[config.mk]
export PLATFORM = sky130hd
export DESIGN_NAME = usb_phy_suspend_resume_control
export DESIGN_NICKNAME = d
export VERILOG_FILES = /design/src/rtl/usb_phy_ctrl_pkg.sv /design/src/rtl/line_state_filter.sv /design/src/rtl/usb_phy_suspend_resume_control.sv
export SDC_FILE = /design/constraint.sdc
export NUM_CORES = 1
export LEC_CHECK = 0
export BUFFER_PORTS_ARGS = -buffer_cell sky130_fd_sc_hd__buf_2
export CAP_MARGIN = 20
export CORE_MARGIN = 1.5
export CORE_UTILIZATION = 37
export DETAILED_ROUTE_END_ITERATION = 8
export HOLD_SLACK_MARGIN = 0.06
export PLACE_DENSITY = 0.58
export SLEW_MARGIN = 15
export SYNTH_ARGS = -nofsm -noshare
export SYNTH_HDL_FRONTEND = slang
export SYNTH_SLANG_ARGS = --single-unit
export TNS_END_PERCENT = 5
[constraint.sdc]
create_clock -name clk_sys_i -period 3.7 [get_ports clk_sys_i]
set_input_delay 0.555 -clock clk_sys_i [delete_from_list [all_inputs] [get_ports clk_sys_i]]
set_output_delay 0.555 -clock clk_sys_i [all_outputs]
set_load 0.03 [all_outputs]
[src/rtl/usb_phy_ctrl_pkg.sv]
// package for the usb phy suspend/resume control block
// assumes a single 100 MHz core clock and an axi4-lite register bus
package usb_phy_ctrl_pkg;
	// register byte offsets
	localparam logic [7:0] PHY_CONTROL_OFFS = 8'h40;
	localparam logic [7:0] IRQ_STATUS_OFFS = 8'h44;
	localparam logic [7:0] IRQ_MASK_OFFS = 8'h48;
	localparam logic [7:0] LINE_STATUS_OFFS = 8'h4C;
	// phy control field positions
	localparam int PULLDOWN_DIS_BIT = 18;
	localparam int RESET_CAUSE_BIT = 13;
	localparam int RESUME_CAUSE_BIT = 12;
	localparam int FILTER_LSB = 8;
	localparam int FILTER_W = 4;
	localparam int AUTO_RESUME_BIT = 7;
	localparam int PHY_CFG_LSB = 4;
	localparam int PHY_CFG_W = 3;
	// writable bits of phy control, reserved bits excluded
	localparam logic [31:0] PHY_CONTROL_WMASK = 32'h0004_3FF0;
	localparam logic [31:0] PHY_CONTROL_RESET = 32'h0000_0000;
	// irq status layout: bit0 reset resume, bit1 k resume, bit2 line change
	localparam int IRQ_W = 3;
	localparam logic [2:0] IRQ_MASK_RESET = 3'h0;
	// axi response codes
	localparam logic [1:0] RESP_OKAY = 2'h0;
	localparam logic [1:0] RESP_SLVERR = 2'h2;
	// usb line states
	localparam logic [1:0] LS_SE0 = 2'h0;
	localparam logic [1:0] LS_J = 2'h1;
	localparam logic [1:0] LS_K = 2'h2;
endpackage : usb_phy_ctrl_pkg

[src/rtl/line_state_filter.sv]
// line-state filter: forwards a change once it held 2**n clocks
// assumes line state synchronous to clk_sys_i
`timescale 1ns/1ps
`default_nettype none
module line_state_filter (
	input wire logic clk_sys_i,
	input wire logic rstn_i,
	input wire logic [3:0] log2_clocks_i,
	input wire logic [1:0] line_raw_i,
	output logic [1:0] line_filt_o,
	output logic changed_o
);
	logic [1:0] filt_q, filt_d; // forwarded state
	logic [15:0] cnt_q, cnt_d; // clocks raw has differed
	logic chg_q, chg_d; // one-cycle change pulse
	logic [16:0] limit; // 2**n, up to 32768

	// next state; a bounce back restarts the count
	always_comb
	begin
		limit = 17'h0_0001 << log2_clocks_i;
		filt_d = filt_q;
		cnt_d = 16'h0000;
		chg_d = 1'b0;
		if (line_raw_i != filt_q)
		begin
			if ({1'b0, cnt_q} + 17'h0_0001 >= limit)
			begin
				filt_d = line_raw_i;
				chg_d = 1'b1;
			end
			else
				cnt_d = cnt_q + 16'h0001;
		end
	end

	// registers; reset to J (idle full-speed)
	always_ff @(posedge clk_sys_i)
	begin
		if (!rstn_i)
		begin
			filt_q <= usb_phy_ctrl_pkg::LS_J;
			cnt_q <= 16'h0000;
			chg_q <= 1'b0;
		end
		else
		begin
			filt_q <= filt_d;
			cnt_q <= cnt_d;
			chg_q <= chg_d;
		end
	end

	assign line_filt_o = filt_q;
	assign changed_o = chg_q;
endmodule : line_state_filter
`default_nettype wire

[src/rtl/usb_phy_suspend_resume_control.sv]
// phy control register with suspend/resume detection, axi4-lite slave
// assumes phy line state and suspend flag synchronous to clk_sys_i
//
// Implementation choice: register access over AXI4-Lite.
`timescale 1ns/1ps
`default_nettype none
// Notes on behaviour
// - bit 18 set disables both port pulldowns
// - se0 auto-resume sets reset cause flag
// - k auto-resume sets resume cause flag
// - line changes delayed by 2^N clocks
// - auto-resume bit selects hardware resume detection
// - three config bits drive phy pins
module usb_phy_suspend_resume_control (
	input wire logic clk_sys_i,
	input wire logic rstn_i,
	// axi4-lite slave
	input wire logic [7:0] s_axi_awaddr,
	input wire logic s_axi_awvalid,
	output logic s_axi_awready,
	input wire logic [31:0] s_axi_wdata,
	input wire logic [3:0] s_axi_wstrb,
	input wire logic s_axi_wvalid,
	output logic s_axi_wready,
	output logic [1:0] s_axi_bresp,
	output logic s_axi_bvalid,
	input wire logic s_axi_bready,
	input wire logic [7:0] s_axi_araddr,
	input wire logic s_axi_arvalid,
	output logic s_axi_arready,
	output logic [31:0] s_axi_rdata,
	output logic [1:0] s_axi_rresp,
	output logic s_axi_rvalid,
	input wire logic s_axi_rready,
	// phy side
	input wire logic [1:0] line_state_i,
	input wire logic suspended_i,
	output logic pulldown_8a_en_o,
	output logic pulldown_8b_en_o,
	output logic [2:0] phy_config_inputs_o,
	output logic resume_req_o,
	output logic irq_o
);
	localparam int IW = usb_phy_ctrl_pkg::IRQ_W;

	logic [31:0] ctrl_q, ctrl_d; // phy control register
	logic [IW-1:0] ists_q, ists_d; // sticky interrupt status
	logic [IW-1:0] imsk_q, imsk_d; // interrupt mask
	logic aw_held_q, aw_held_d; // write address captured
	logic w_held_q, w_held_d; // write data captured
	logic [7:0] awaddr_q, awaddr_d;
	logic [31:0] wdata_q, wdata_d;
	logic [3:0] wstrb_q, wstrb_d;
	logic bvalid_q, bvalid_d;
	logic [1:0] bresp_q, bresp_d;
	logic rvalid_q, rvalid_d;
	// readies registered so every top output leaves a flop
	logic awready_q, awready_d, wready_q, wready_d, arready_q, arready_d;
	logic [31:0] rdata_q, rdata_d;
	logic [1:0] rresp_q, rresp_d;
	logic pd_a_q, pd_a_d, pd_b_q, pd_b_d; // pulldown enables
	logic [2:0] cfg_q, cfg_d;
	logic resume_q, resume_d; // wake request to suspend controller
	logic irq_q, irq_d;
	logic [1:0] line_filt; // filtered line state
	logic line_chg; // filtered change pulse
	logic [31:0] wmask; // byte-lane mask of pending write
	logic do_wr; // write commits this cycle
	logic wake_se0, wake_k; // auto-resume events

	line_state_filter u_filter (
		.clk_sys_i(clk_sys_i),
		.rstn_i(rstn_i),
		.log2_clocks_i(ctrl_q[usb_phy_ctrl_pkg::FILTER_LSB +: usb_phy_ctrl_pkg::FILTER_W]),
		.line_raw_i(line_state_i),
		.line_filt_o(line_filt),
		.changed_o(line_chg)
	);

	// bus write channel, register updates and status events
	always_comb
	begin
		aw_held_d = aw_held_q;
		w_held_d = w_held_q;
		awaddr_d = awaddr_q;
		wdata_d = wdata_q;
		wstrb_d = wstrb_q;
		bvalid_d = bvalid_q;
		bresp_d = bresp_q;
		ctrl_d = ctrl_q;
		ists_d = ists_q;
		imsk_d = imsk_q;
		wmask = 32'h0000_0000;
		do_wr = 1'b0;
		// capture address and data in either order
		if (s_axi_awvalid && !aw_held_q)
		begin
			aw_held_d = 1'b1;
			awaddr_d = s_axi_awaddr;
		end
		if (s_axi_wvalid && !w_held_q)
		begin
			w_held_d = 1'b1;
			wdata_d = s_axi_wdata;
			wstrb_d = s_axi_wstrb;
		end
		// a response is owed and then released
		if (bvalid_q && s_axi_bready)
			bvalid_d = 1'b0;
		// hardware detects wake only when enabled
		wake_se0 = ctrl_q[usb_phy_ctrl_pkg::AUTO_RESUME_BIT] && suspended_i && line_chg
			&& line_filt == usb_phy_ctrl_pkg::LS_SE0;
		wake_k = ctrl_q[usb_phy_ctrl_pkg::AUTO_RESUME_BIT] && suspended_i && line_chg
			&& line_filt == usb_phy_ctrl_pkg::LS_K;
		for (int b = 0; b < 4; b++)
			wmask[b*8 +: 8] = {8{wstrb_q[b]}};
		if (aw_held_q && w_held_q && !bvalid_q)
		begin
			do_wr = 1'b1;
			aw_held_d = 1'b0;
			w_held_d = 1'b0;
			bvalid_d = 1'b1;
			bresp_d = usb_phy_ctrl_pkg::RESP_OKAY;
			if (awaddr_q[7:2] == usb_phy_ctrl_pkg::PHY_CONTROL_OFFS[7:2])
				ctrl_d = (ctrl_q & ~(wmask & usb_phy_ctrl_pkg::PHY_CONTROL_WMASK))
					| (wdata_q & wmask & usb_phy_ctrl_pkg::PHY_CONTROL_WMASK);
			else if (awaddr_q[7:2] == usb_phy_ctrl_pkg::IRQ_STATUS_OFFS[7:2])
			begin
				// write one to clear
				if (wstrb_q[0])
					ists_d = ists_q & ~wdata_q[IW-1:0];
			end
			else if (awaddr_q[7:2] == usb_phy_ctrl_pkg::IRQ_MASK_OFFS[7:2])
			begin
				if (wstrb_q[0])
					imsk_d = wdata_q[IW-1:0];
			end
			else if (awaddr_q[7:2] != usb_phy_ctrl_pkg::LINE_STATUS_OFFS[7:2])
				bresp_d = usb_phy_ctrl_pkg::RESP_SLVERR;
		end
		// se0 wake sets reset cause, beats clear
		if (wake_se0)
			ctrl_d[usb_phy_ctrl_pkg::RESET_CAUSE_BIT] = 1'b1;
		// k wake sets resume cause, beats clear
		if (wake_k)
			ctrl_d[usb_phy_ctrl_pkg::RESUME_CAUSE_BIT] = 1'b1;
		// sticky events win over a same-cycle clear
		ists_d = ists_d | {line_chg, wake_k, wake_se0};
		irq_d = |(ists_d & imsk_d);
		pd_a_d = !ctrl_d[usb_phy_ctrl_pkg::PULLDOWN_DIS_BIT];
		pd_b_d = !ctrl_d[usb_phy_ctrl_pkg::PULLDOWN_DIS_BIT];
		cfg_d = ctrl_d[usb_phy_ctrl_pkg::PHY_CFG_LSB +: usb_phy_ctrl_pkg::PHY_CFG_W];
		// wake request held for one cycle per event
		resume_d = wake_se0 || wake_k;
		// slot free next cycle means ready next cycle
		awready_d = !aw_held_d;
		wready_d = !w_held_d;
	end

	// bus read channel; reads have no side effects
	always_comb
	begin
		rvalid_d = rvalid_q;
		rdata_d = rdata_q;
		rresp_d = rresp_q;
		if (rvalid_q && s_axi_rready)
			rvalid_d = 1'b0;
		if (s_axi_arvalid && !rvalid_q)
		begin
			rvalid_d = 1'b1;
			rresp_d = usb_phy_ctrl_pkg::RESP_OKAY;
			rdata_d = 32'h0000_0000;
			if (s_axi_araddr[7:2] == usb_phy_ctrl_pkg::PHY_CONTROL_OFFS[7:2])
				rdata_d = ctrl_q & usb_phy_ctrl_pkg::PHY_CONTROL_WMASK;
			else if (s_axi_araddr[7:2] == usb_phy_ctrl_pkg::IRQ_STATUS_OFFS[7:2])
				rdata_d[IW-1:0] = ists_q;
			else if (s_axi_araddr[7:2] == usb_phy_ctrl_pkg::IRQ_MASK_OFFS[7:2])
				rdata_d[IW-1:0] = imsk_q;
			else if (s_axi_araddr[7:2] == usb_phy_ctrl_pkg::LINE_STATUS_OFFS[7:2])
				rdata_d[2:0] = {suspended_i, line_filt};
			else
				rresp_d = usb_phy_ctrl_pkg::RESP_SLVERR;
		end
		// one read in flight: address refused while data is owed
		arready_d = !rvalid_d;
	end

	// all state registers
	always_ff @(posedge clk_sys_i)
	begin
		if (!rstn_i)
		begin
			ctrl_q <= usb_phy_ctrl_pkg::PHY_CONTROL_RESET;
			ists_q <= '0;
			imsk_q <= usb_phy_ctrl_pkg::IRQ_MASK_RESET;
			aw_held_q <= 1'b0;
			w_held_q <= 1'b0;
			awaddr_q <= 8'h00;
			wdata_q <= 32'h0000_0000;
			wstrb_q <= 4'h0;
			bvalid_q <= 1'b0;
			bresp_q <= 2'h0;
			rvalid_q <= 1'b0;
			rdata_q <= 32'h0000_0000;
			rresp_q <= 2'h0;
			pd_a_q <= 1'b1;
			pd_b_q <= 1'b1;
			cfg_q <= 3'h0;
			resume_q <= 1'b0;
			irq_q <= 1'b0;
			awready_q <= 1'b1;
			wready_q <= 1'b1;
			arready_q <= 1'b1;
		end
		else
		begin
			ctrl_q <= ctrl_d;
			ists_q <= ists_d;
			imsk_q <= imsk_d;
			aw_held_q <= aw_held_d;
			w_held_q <= w_held_d;
			awaddr_q <= awaddr_d;
			wdata_q <= wdata_d;
			wstrb_q <= wstrb_d;
			bvalid_q <= bvalid_d;
			bresp_q <= bresp_d;
			rvalid_q <= rvalid_d;
			rdata_q <= rdata_d;
			rresp_q <= rresp_d;
			pd_a_q <= pd_a_d;
			pd_b_q <= pd_b_d;
			cfg_q <= cfg_d;
			resume_q <= resume_d;
			irq_q <= irq_d;
			awready_q <= awready_d;
			wready_q <= wready_d;
			arready_q <= arready_d;
		end
	end

	// ready is high while the capture slot is free
	assign s_axi_awready = awready_q;
	assign s_axi_wready = wready_q;
	assign s_axi_arready = arready_q;
	assign s_axi_bvalid = bvalid_q;
	assign s_axi_bresp = bresp_q;
	assign s_axi_rvalid = rvalid_q;
	assign s_axi_rdata = rdata_q;
	assign s_axi_rresp = rresp_q;
	assign pulldown_8a_en_o = pd_a_q;
	assign pulldown_8b_en_o = pd_b_q;
	assign phy_config_inputs_o = cfg_q;
	assign resume_req_o = resume_q;
	assign irq_o = irq_q;
endmodule : usb_phy_suspend_resume_control
`default_nettype wire

==> results of run 1 <==
## flip-flops by register name, summed over array words and instances (netlist names), 2 cells and up, named ones only
register              count
ctrl_q                    3
awaddr_q                  6
wdata_q                  14
s_axi_rdata              14
u_filter.line_filt_o      2
ists_q                    3
imsk_q                    3
u_filter.cnt_q           16
wstrb_q                   3
## cells in the final DEF, fill, tap and decap left out, drive strengths merged, types with 2 or more instances in the layout
| master | count |
|---|---|
| or4b | 2 |
| o21ai | 3 |
| a311oi | 2 |
| and4 | 3 |
| mux2i | 14 |
| clkbuf | 10 |
| nand3b | 2 |
| nand2b | 6 |
| and3b | 2 |
| a22o | 3 |
| nand3 | 20 |
| and2 | 2 |
| or3 | 2 |
| nor2b | 10 |
| and3 | 5 |
| nand4 | 8 |
| nor4 | 3 |
| xnor2 | 6 |
| clkinv | 3 |
| xor2 | 10 |
| nor2 | 31 |
| ha | 17 |
| nor3b | 14 |
| a21oi | 46 |
| a22oi | 3 |
| buf | 71 |
| o21a | 2 |
| nor3 | 6 |
| mux2 | 4 |
| conb | 20 |
| inv | 10 |
| dfxtp | 85 |
| nand2 | 82 |
## worst min path at each step
stage	depth (start not counted)	endpoint	start
floorplan	2	s_axi_rdata[13]	ctrl_q[13]
global placement	2	s_axi_rdata[18]	s_axi_rdata[18]
detailed placement	2	wdata_q[7]	wdata_q[7]
CTS	3	wdata_q[0]	s_axi_wdata[0]
global route	3	awaddr_q[6]	s_axi_awaddr[6]
finish	3	wdata_q[0]	s_axi_wdata[0]
## stage by stage
stage,hold WS [ns],total power (W),instance area (um^2),cells,worst slack (ns)
6_report,0.423,0.00180,4510,656,0.572
5_1_grt,0.423,0.00188,4510,656,0.240
4_1_cts,0.407,0.00182,4500,655,0.588
3_5_place_dp,0.448,0.00113,4300,639,0.624
3_3_place_gp,0.444,0.00113,4290,638,0.678
2_1_floorplan,0.432,0.00110,4030,479,0.911
## kinds of logic after synthesis
family,after synthesis
buf+inv,55
simple gates,200
mux,18
flops,85
compound gates,68
other cells,1
xor+xnor,16
fa+ha+maj,17
## cell type report
cell class | instances | area (um^2)
Clock buffer | 10 | 138
Multi-Input combinational cell | 339 | 2030
Tap cell | 136 | 170
Timing Repair Buffer | 71 | 365
Fill cell | 1060 | 5860
Inverter | 9 | 33.8
Sequential cell | 85 | 1700
Clock inverter | 6 | 71.3
## critical path, stage by stage, from the launching register on
cell,delay (ns)
dfxtp_1,0.42
ha_1,0.21
nand3_1,0.21
nor3_1,0.40
and3_1,0.23
xor2_1,0.22
ha_1,0.28
nand3_1,0.08
a21boi_0,0.09
o31ai_1,0.34
o2111ai_1,0.16
buf_4,0.22
nor3b_1,0.20
## layer usage
| metal | part of all wire | wire length [um] | vias up | track usage |
|---|---|---|---|---|
| met3 | 0.047 | 407 | 12 | 0.0368 |
| li1 | - | - | 1648 | - |
| met2 | 0.44 | 3750 | 84 | 0.239 |
| met1 | 0.50 | 4330 | 1471 | 0.228 |
| met5 | 0 | 0 | - | 0 |
| met4 | 0.014 | 123 | 0 | 0.0543 |
## power by group through the flow
stage | Combinational (W) | Clock (W) | Sequential (W)
floorplan | 0.000115 | 0 | 0.000987
global placement | 0.000151 | 0 | 0.000980
detailed placement | 0.000153 | 0 | 0.000981
CTS | 0.000153 | 0.000706 | 0.000960
global route | 0.000168 | 0.000751 | 0.000964
finish | 0.000153 | 0.000687 | 0.000960
==> impl_metrics.env, run 1 <==
export IMPL_synthesis_area_mm2=0.00396
export IMPL_cp_startpoint="u_filter.cnt_q[0]"
export IMPL_netlist_top_cell_by_area="dfxtp_1"
export IMPL_std_cell_rows=37
export IMPL_timing_rr_end="u_filter.cnt_q[10]"
export IMPL_drv_slew=0
export IMPL_crit_fanout=16
export IMPL_worst_r2r_startpoint="u_filter.cnt_q[0]"
export IMPL_leakage_nw=1.89
export IMPL_power_density_mw_per_mm2=399
export IMPL_synth_edff_count=0
export IMPL_async_reset_ff_frac=0
export IMPL_diodes=0
export IMPL_dp_hpwl_um=6550
export IMPL_routed_wl_um=8610
export IMPL_die_area_mm2=0.0113
export IMPL_rsz0062_at_grt="false"
export IMPL_synthXorXnorAreaFrac=0.0354
export IMPL_cp_end_kind="flop"
export IMPL_regToRegSetupSlack_ns=0.57
export IMPL_netlist_instances=460
export IMPL_avgSynthCellArea_um2=8.61
export IMPL_period_share=0.845
export IMPL_period_minus_slack_ns=3.13
export IMPL_numClockSinks=85
export IMPL_cts_setup_buffers=0
export IMPL_status="finished clean"
export IMPL_slew_headroom=0.439
export IMPL_dr_pass1_iters=5
export IMPL_cts_buffer_depth=2
export IMPL_pwr_share_clk=0.382
export IMPL_clk_pin_slew_worst_paths_ns=0.09
export IMPL_path_class="flop to flop"
export IMPL_initial_core_util=0.382
export IMPL_core_area_mm2=0.0104
export IMPL_cts_resized=0
export IMPL_die_x_um=106
export IMPL_synth_top_area_frac=0.430
export IMPL_ant_nets=0
export IMPL_gp_routability_congestion=0.767
export IMPL_areaGrowthSynthToFinish_pct=13.9
export IMPL_ys_seq_elements=85
export IMPL_route_detailed_drc=0
export IMPL_route_vias_total=3215
export IMPL_drtIter0Drc=148
export IMPL_switching_share=0.264
export IMPL_grt_pass1_vias=2948
export IMPL_hold_viol_final=0
export IMPL_ys_flop_type="dfxtp_1"
export IMPL_drive_above_1_share=0.187
export IMPL_max_freq_mhz=320
export IMPL_cp_start_kind="flop"
export IMPL_fin_skew_ns=0.00627
export IMPL_synth_compound_area_frac=0.101
export IMPL_port_buffers=66
export IMPL_final_setup_viol_count=0
export IMPL_fp_dieH_um=106
export IMPL_vdd_ir_drop_worst_mv=0.284
export IMPL_grt_pass1_wl_um=14400
export IMPL_p_comb_frac=0.085
export IMPL_max_cap_viol_count=0
export IMPL_synth_most_common_cell="dfxtp_1"
export IMPL_synth_area_top_cells="dfxtp_1 43%, nand2_1 7.7%, a21oi_1 5.8%"
export IMPL_groute_usage_overall=0.161
export IMPL_yosys_warnings=0
export IMPL_tightestPinTransition_ns=0.830
export IMPL_synth_fa_ha_area_frac=0.0537
export IMPL_wl_per_cell_um=13.1
export IMPL_cts_tree="done"
export IMPL_sequentialPowerShare=0.533
export IMPL_synth_top_family_by_area="simple AND/OR/NAND/NOR gates"
export IMPL_htreeDepth=3
export IMPL_root_buffer="clkbuf_8"
export IMPL_grt_overflow_total=0
export IMPL_ff2ff_path_depth=12
export IMPL_yosys_area_share_simple=0.256
export IMPL_via_per_inst=4.90
export IMPL_synth_area_mux_share=0.0477
export IMPL_synth_cell_types=51
export IMPL_worst_ep_arrival_time_ns=3.41
export IMPL_yosysSeqAreaShare=0.430
export IMPL_cts_buffers_inserted=9
export IMPL_cp_required_ns=3.98
export IMPL_hold_path_class="primary input to flop"
export IMPL_holdBufCountCts=0
export IMPL_yosys_top_cells_count="85 x dfxtp_1, 81 x nand2_1, 46 x a21oi_1, 31 x nor2_1, 24 x buf_4"
export IMPL_antenna_found_initial=0
export IMPL_final_nets=594
export IMPL_finalSetupTns_ns=0
export IMPL_grt_max_degree=31
export IMPL_switching_power_w=0.000475
export IMPL_fin_util=0.435
export IMPL_internal_power_w=0.00132
export IMPL_ios=110
export IMPL_clock_latency_ns=0.36
export IMPL_cp_endpoint="u_filter.cnt_q[10]"
No activity file was read; power rests on OpenSTA's default activity.
==> run 2, diff against run 1 <==
- PLACE_DENSITY: 0.58 -> 0.6
- clock period: 3.7 -> 2.75 ns (I/O delays scaled with it)
==> impl_metrics.env, run 2 (synthesized netlist as in run 1, its figures left out) <==
export IMPL_port_buffers=66
export IMPL_switching_share=0.272
export IMPL_worst_r2r_startpoint="u_filter.cnt_q[1]"
export IMPL_die_area_mm2=0.0113
export IMPL_hold_path_class="primary input to flop"
export IMPL_final_nets=615
export IMPL_setup_ws_ns=0.0168
export IMPL_cp_required_ns=3.04
export IMPL_max_stage_delay_ns=0.37
export IMPL_place_ws_ns=-0.149
export IMPL_drive_above_1_share=0.272
export IMPL_rsz0062_at_grt="true"
export IMPL_initial_core_util=0.382
export IMPL_top_register="u_filter.cnt_q"
export IMPL_dp_hpwl_um=6810
export IMPL_cts_tree="done"
export IMPL_routed_wl_um=9100
export IMPL_cts_buffers_inserted=9
export IMPL_power_density_mw_per_mm2=503
export IMPL_grt_pass1_vias=3179
export IMPL_std_cell_rows=37
export IMPL_period_minus_slack_ns=2.73
export IMPL_finalNonFillerCells=677
export IMPL_max_freq_mhz=366
export IMPL_period_share=0.994
export IMPL_status="finished clean"
export IMPL_antenna_found_initial=0
export IMPL_cts_buffer_depth=2
export IMPL_total_power_w=0.00243
export IMPL_slew_headroom=0.433
export IMPL_root_buffer="clkbuf_8"
export IMPL_slowest_stage="dfxtp_1"
export IMPL_max_cap_viol_count=0
export IMPL_grt_pass1_wl_um=15000
export IMPL_crit_chain="ha_1 -> nand3_4 -> nor3_2 -> buf_4 -> xor2_1 -> ha_1 -> a21oi_1 -> nor2_1 -> o31ai_2 -> o2111ai_2 -> buf_6 -> nor3b_2"
export IMPL_cp_start_kind="flop"
export IMPL_internal_power_w=0.00177
export IMPL_largest_reg_flops=16
export IMPL_ios=110
export IMPL_grt_overflow_total=0
export IMPL_path_delay_family="compound AO/OA/AOI/OAI gates"
export IMPL_die_x_um=106
export IMPL_crit_top_cell="ha_1"
export IMPL_hold_viol_final=0
export IMPL_worst_ep_arrival_time_ns=3.02
export IMPL_p_comb_frac=0.087
export IMPL_sequentialPowerShare=0.532
export IMPL_groute_usage_overall=0.167
export IMPL_final_setup_viol_count=0
export IMPL_ff2ff_path_depth=12
export IMPL_final_common_cell="dfxtp_1"
export IMPL_tightestPinTransition_ns=0.849
export IMPL_clk_pin_slew_worst_paths_ns=0.10
export IMPL_hp_start="s_axi_awaddr[6]"
export IMPL_finalSetupTns_ns=0
export IMPL_areaGrowthSynthToFinish_pct=21.7
export IMPL_timing_rr_end="u_filter.cnt_q[5]"
export IMPL_dr_pass1_iters=4
export IMPL_fillers=1037
export IMPL_numClockSinks=85
export IMPL_leakage_nw=2.02
export IMPL_ant_nets=0
export IMPL_holdPathEnd="awaddr_q[6]"
export IMPL_path_class="flop to flop"
export IMPL_htreeDepth=3
export IMPL_drtIter0Drc=114
export IMPL_core_area_mm2=0.0104
export IMPL_fp_dieH_um=106
export IMPL_route_vias_total=3308
export IMPL_via_per_inst=4.89
export IMPL_holdBufCountCts=0
export IMPL_regToRegSetupSlack_ns=0.02
export IMPL_gp_routability_congestion=0.775
export IMPL_pwr_share_clk=0.380
export IMPL_cp_end_kind="flop"
export IMPL_switching_power_w=0.000660
export IMPL_cp_num_buf_inv=2
export IMPL_diodes=0
export IMPL_final_cell_mix="83 x dfxtp_1, 81 x nand2_1, 67 x buf_2"
export IMPL_route_detailed_drc=0
export IMPL_clock_latency_ns=0.36
export IMPL_crit_fanout=8
export IMPL_placed_cells=657
export IMPL_grt_max_degree=23
export IMPL_fin_skew_ns=0.0132
export IMPL_drv_slew=0
export IMPL_wl_per_cell_um=13.4
export IMPL_whs_path_depth=3
export IMPL_vdd_ir_drop_worst_mv=0.337
run 2: changes by cell type in the layout (fill, tap and decap cells not counted), sizes merged:
cell | previous run | this run
clkinv | 3 | 2
inv | 10 | 13
clkbuf | 10 | 9
buf | 71 | 92
clkinvlp | 1 | 0
run 2: worst max-delay path by stage:
| stage | slack [ns] | from | cells after the start | endpoint |
|---|---|---|---|---|
| after global placement | -0.04 | u_filter.cnt_q[0] | 12 | u_filter.cnt_q[8] |
| after CTS | 0.003 | u_filter.cnt_q[1] | 11 | u_filter.cnt_q[13] |
| after floorplan | 0.04 | u_filter.cnt_q[0] | 12 | u_filter.cnt_q[2] |
| after detailed placement | -0.15 | u_filter.cnt_q[0] | 12 | u_filter.cnt_q[10] |
| final | 0.02 | u_filter.cnt_q[1] | 12 | u_filter.cnt_q[5] |
| after global routing | -0.17 | u_filter.cnt_q[1] | 12 | u_filter.cnt_q[11] |
run 2: area by class of cell:
cell class	instances	area [um^2]	area share
multi-input combinational	339	2180	0.451
sequential	85	1700	0.353
timing repair buffer	92	534	0.111
tap	136	170	0.0353
clock buffer	9	124	0.0257
clock inverter	7	78.8	0.0164
inverter	9	33.8	0.00701
run 2: power groups by stage:
stage          combinational (W)  clock, W  sequential (W)
6_report                0.000212  0.000923         0.00129
5_1_grt                 0.000234  0.000988         0.00130
4_1_cts                 0.000210  0.000955         0.00129
3_5_place_dp            0.000209         0         0.00132
3_3_place_gp            0.000206         0         0.00132
2_1_floorplan           0.000154         0         0.00133
run 2: what timing repair did:
action	in CTS	in global routing
endpoints found under the hold margin	0	0
pin swaps	4	19
gates cloned	1	0
buffers inserted	1	2
resized for setup	13	22
setup endpoints to repair	19	19
run 2: worst min-delay path: stages:
cell,delay [ns]
buf_2,0.07
mux2i_1,0.05
nor2_1,0.07
run 2: through the flow:
stage	hold WS, ns	util	area, um^2
2_1_floorplan	0.432	-	4040
3_3_place_gp	0.441	0.427	4430
3_5_place_dp	0.448	0.428	4440
4_1_cts	0.263	0.454	4710
5_1_grt	0.275	0.465	4820
6_report	0.282	0.465	4820
run 2: per-layer routing:
| layer | GRT usage | routed length [um] |
|---|---|---|
| met5 | 0 | 0 |
| met4 | 0.0590 | 174 |
| met3 | 0.0374 | 491 |
| met2 | 0.251 | 3980 |
| met1 | 0.235 | 4460 |
==> run 3, diff against run 2 <==
- BUFFER_PORTS_ARGS: -buffer_cell sky130_fd_sc_hd__buf_2 -> unset
- DONT_BUFFER_PORTS: unset -> 1
- PLACE_DENSITY: 0.6 -> 0.51
==> impl_metrics.env, run 3 (synthesized netlist as in run 1, its figures left out) <==
export IMPL_status="finished clean"
export IMPL_tightestPinTransition_ns=0.953
export IMPL_areaGrowthSynthToFinish_pct=16.1
export IMPL_period_minus_slack_ns=2.72
export IMPL_gp_routability_congestion=0.805
export IMPL_numClockSinks=85
export IMPL_wl_per_cell_um=14.9
export IMPL_total_power_w=0.00231
export IMPL_cts_buffer_depth=2
export IMPL_final_nets=552
export IMPL_worst_ep_arrival_time_ns=3.00
export IMPL_finalSetupTns_ns=0
export IMPL_crit_fanout=8
export IMPL_slew_headroom=0.364
export IMPL_path_class="flop to flop"
export IMPL_die_area_mm2=0.0113
export IMPL_multi_input_area_mm2=0.00226
export IMPL_die_x_um=106
export IMPL_fin_util=0.443
export IMPL_hold_path_class="primary input to flop"
export IMPL_std_cell_rows=37
export IMPL_ff_latch_area_mm2=0.00172
export IMPL_switching_share=0.285
export IMPL_grt_pass1_vias=2901
export IMPL_ff2ff_path_depth=11
export IMPL_drive_above_1_share=0.205
export IMPL_final_common_cell="nand2_1"
export IMPL_routed_wl_um=9150
export IMPL_setup_ws_ns=0.0342
export IMPL_ant_nets=0
export IMPL_max_freq_mhz=368
export IMPL_via_per_inst=5.04
export IMPL_drtIter0Drc=116
export IMPL_grt_overflow_total=0
export IMPL_route_detailed_drc=0
export IMPL_groute_usage_overall=0.162
export IMPL_power_density_mw_per_mm2=503
export IMPL_fp_dieH_um=106
export IMPL_dr_pass1_iters=4
export IMPL_clock_latency_ns=0.36
export IMPL_p_comb_frac=0.068
export IMPL_initial_core_util=0.382
export IMPL_largest_reg_flops=16
export IMPL_dp_hpwl_um=6630
export IMPL_pwr_share_clk=0.369
export IMPL_final_setup_viol_count=0
export IMPL_switching_power_w=0.000660
export IMPL_vdd_ir_drop_worst_mv=0.254
export IMPL_fin_skew_ns=0.0125
export IMPL_route_vias_total=3093
export IMPL_leakage_nw=1.75
export IMPL_place_ws_ns=-0.129
export IMPL_final_cell_mix="81 x nand2_1, 77 x dfxtp_1, 45 x a21oi_1"
export IMPL_diodes=0
export IMPL_antenna_found_initial=0
export IMPL_ios=110
export IMPL_cp_start_kind="flop"
export IMPL_root_buffer="clkbuf_8"
export IMPL_core_area_mm2=0.0104
export IMPL_cp_end_kind="flop"
export IMPL_internal_power_w=0.00165
export IMPL_drv_slew=0
export IMPL_top_register="u_filter.cnt_q"
export IMPL_port_buffers=0
export IMPL_cts_tree="done"
export IMPL_sequentialPowerShare=0.563
export IMPL_grt_max_degree=32
export IMPL_whs_path_depth=1
export IMPL_cts_buffers_inserted=9
export IMPL_max_cap_viol_count=0
export IMPL_grt_pass1_wl_um=14400
export IMPL_clk_pin_slew_worst_paths_ns=0.10
export IMPL_rsz0062_at_grt="true"
export IMPL_period_share=0.988
export IMPL_cp_required_ns=3.04
export IMPL_htreeDepth=3
export IMPL_timing_hold_ws_ns=0.128
export IMPL_hold_viol_final=0
export IMPL_fillers=1061
## run 3: cell type report
cell class / count / area share
clock buffers: 9 / 0.0269
clock inverters: 7 / 0.0131
inverters: 9 / 0.00735
multi-input cells: 339 / 0.492
flip-flops and latches: 85 / 0.375
well taps: 136 / 0.0370
repair buffers: 29 / 0.0484
## run 3: worst paths after layout
| kind | startpoint | to | slack (ns) |
|---|---|---|---|
| min reg2reg | wdata_q[18] | wdata_q[18] | 0.46 |
| min | rstn_i | pulldown_8b_en_o | 0.13 |
| max reg2reg | u_filter.cnt_q[6] | u_filter.cnt_q[9] | 0.03 |
| max | u_filter.cnt_q[6] | u_filter.cnt_q[9] | 0.03 |
## run 3: power by group through the flow
stage,combinational [W],clock (W),sequential (W)
4_1_cts,0.000155,0.000883,0.00131
6_report,0.000158,0.000854,0.00130
2_1_floorplan,0.000154,0,0.00133
3_3_place_gp,0.000153,0,0.00133
5_1_grt,0.000176,0.000936,0.00131
3_5_place_dp,0.000155,0,0.00134
## run 3: critical path, stage by stage, from the launching register on
cell	delay [ns]
dfxtp_4	0.37
nand4_1	0.14
buf_4	0.18
nor4_2	0.29
xor2_1	0.29
ha_1	0.29
nand4_1	0.13
nor2_1	0.09
o31ai_4	0.27
o2111ai_2	0.20
buf_6	0.21
nor3b_2	0.17
## run 3: what timing repair did
action / in CTS / in global routing
hold buffers: 0 / 0
setup buffers: 0 / 8
gates resized for setup: 6 / 53
gates cloned: 0 / 1
setup endpoints to repair: 18 / 19
pin swaps: 2 / 23
## run 3: through the flow
stage	area, um^2	std cells
4_1_cts	4310	605
3_5_place_dp	4090	589
6_report	4600	614
5_1_grt	4600	614
3_3_place_gp	4090	588
2_1_floorplan	4040	479
## run 3: metal layers
metal | vias to the layer above | track usage | share of wire
met5 | - | 0 | 0
met4 | 0 | 0.0552 | 0.019
met3 | 17 | 0.0448 | 0.058
met2 | 92 | 0.242 | 0.44
met1 | 1426 | 0.223 | 0.48
li1 | 1558 | - | -
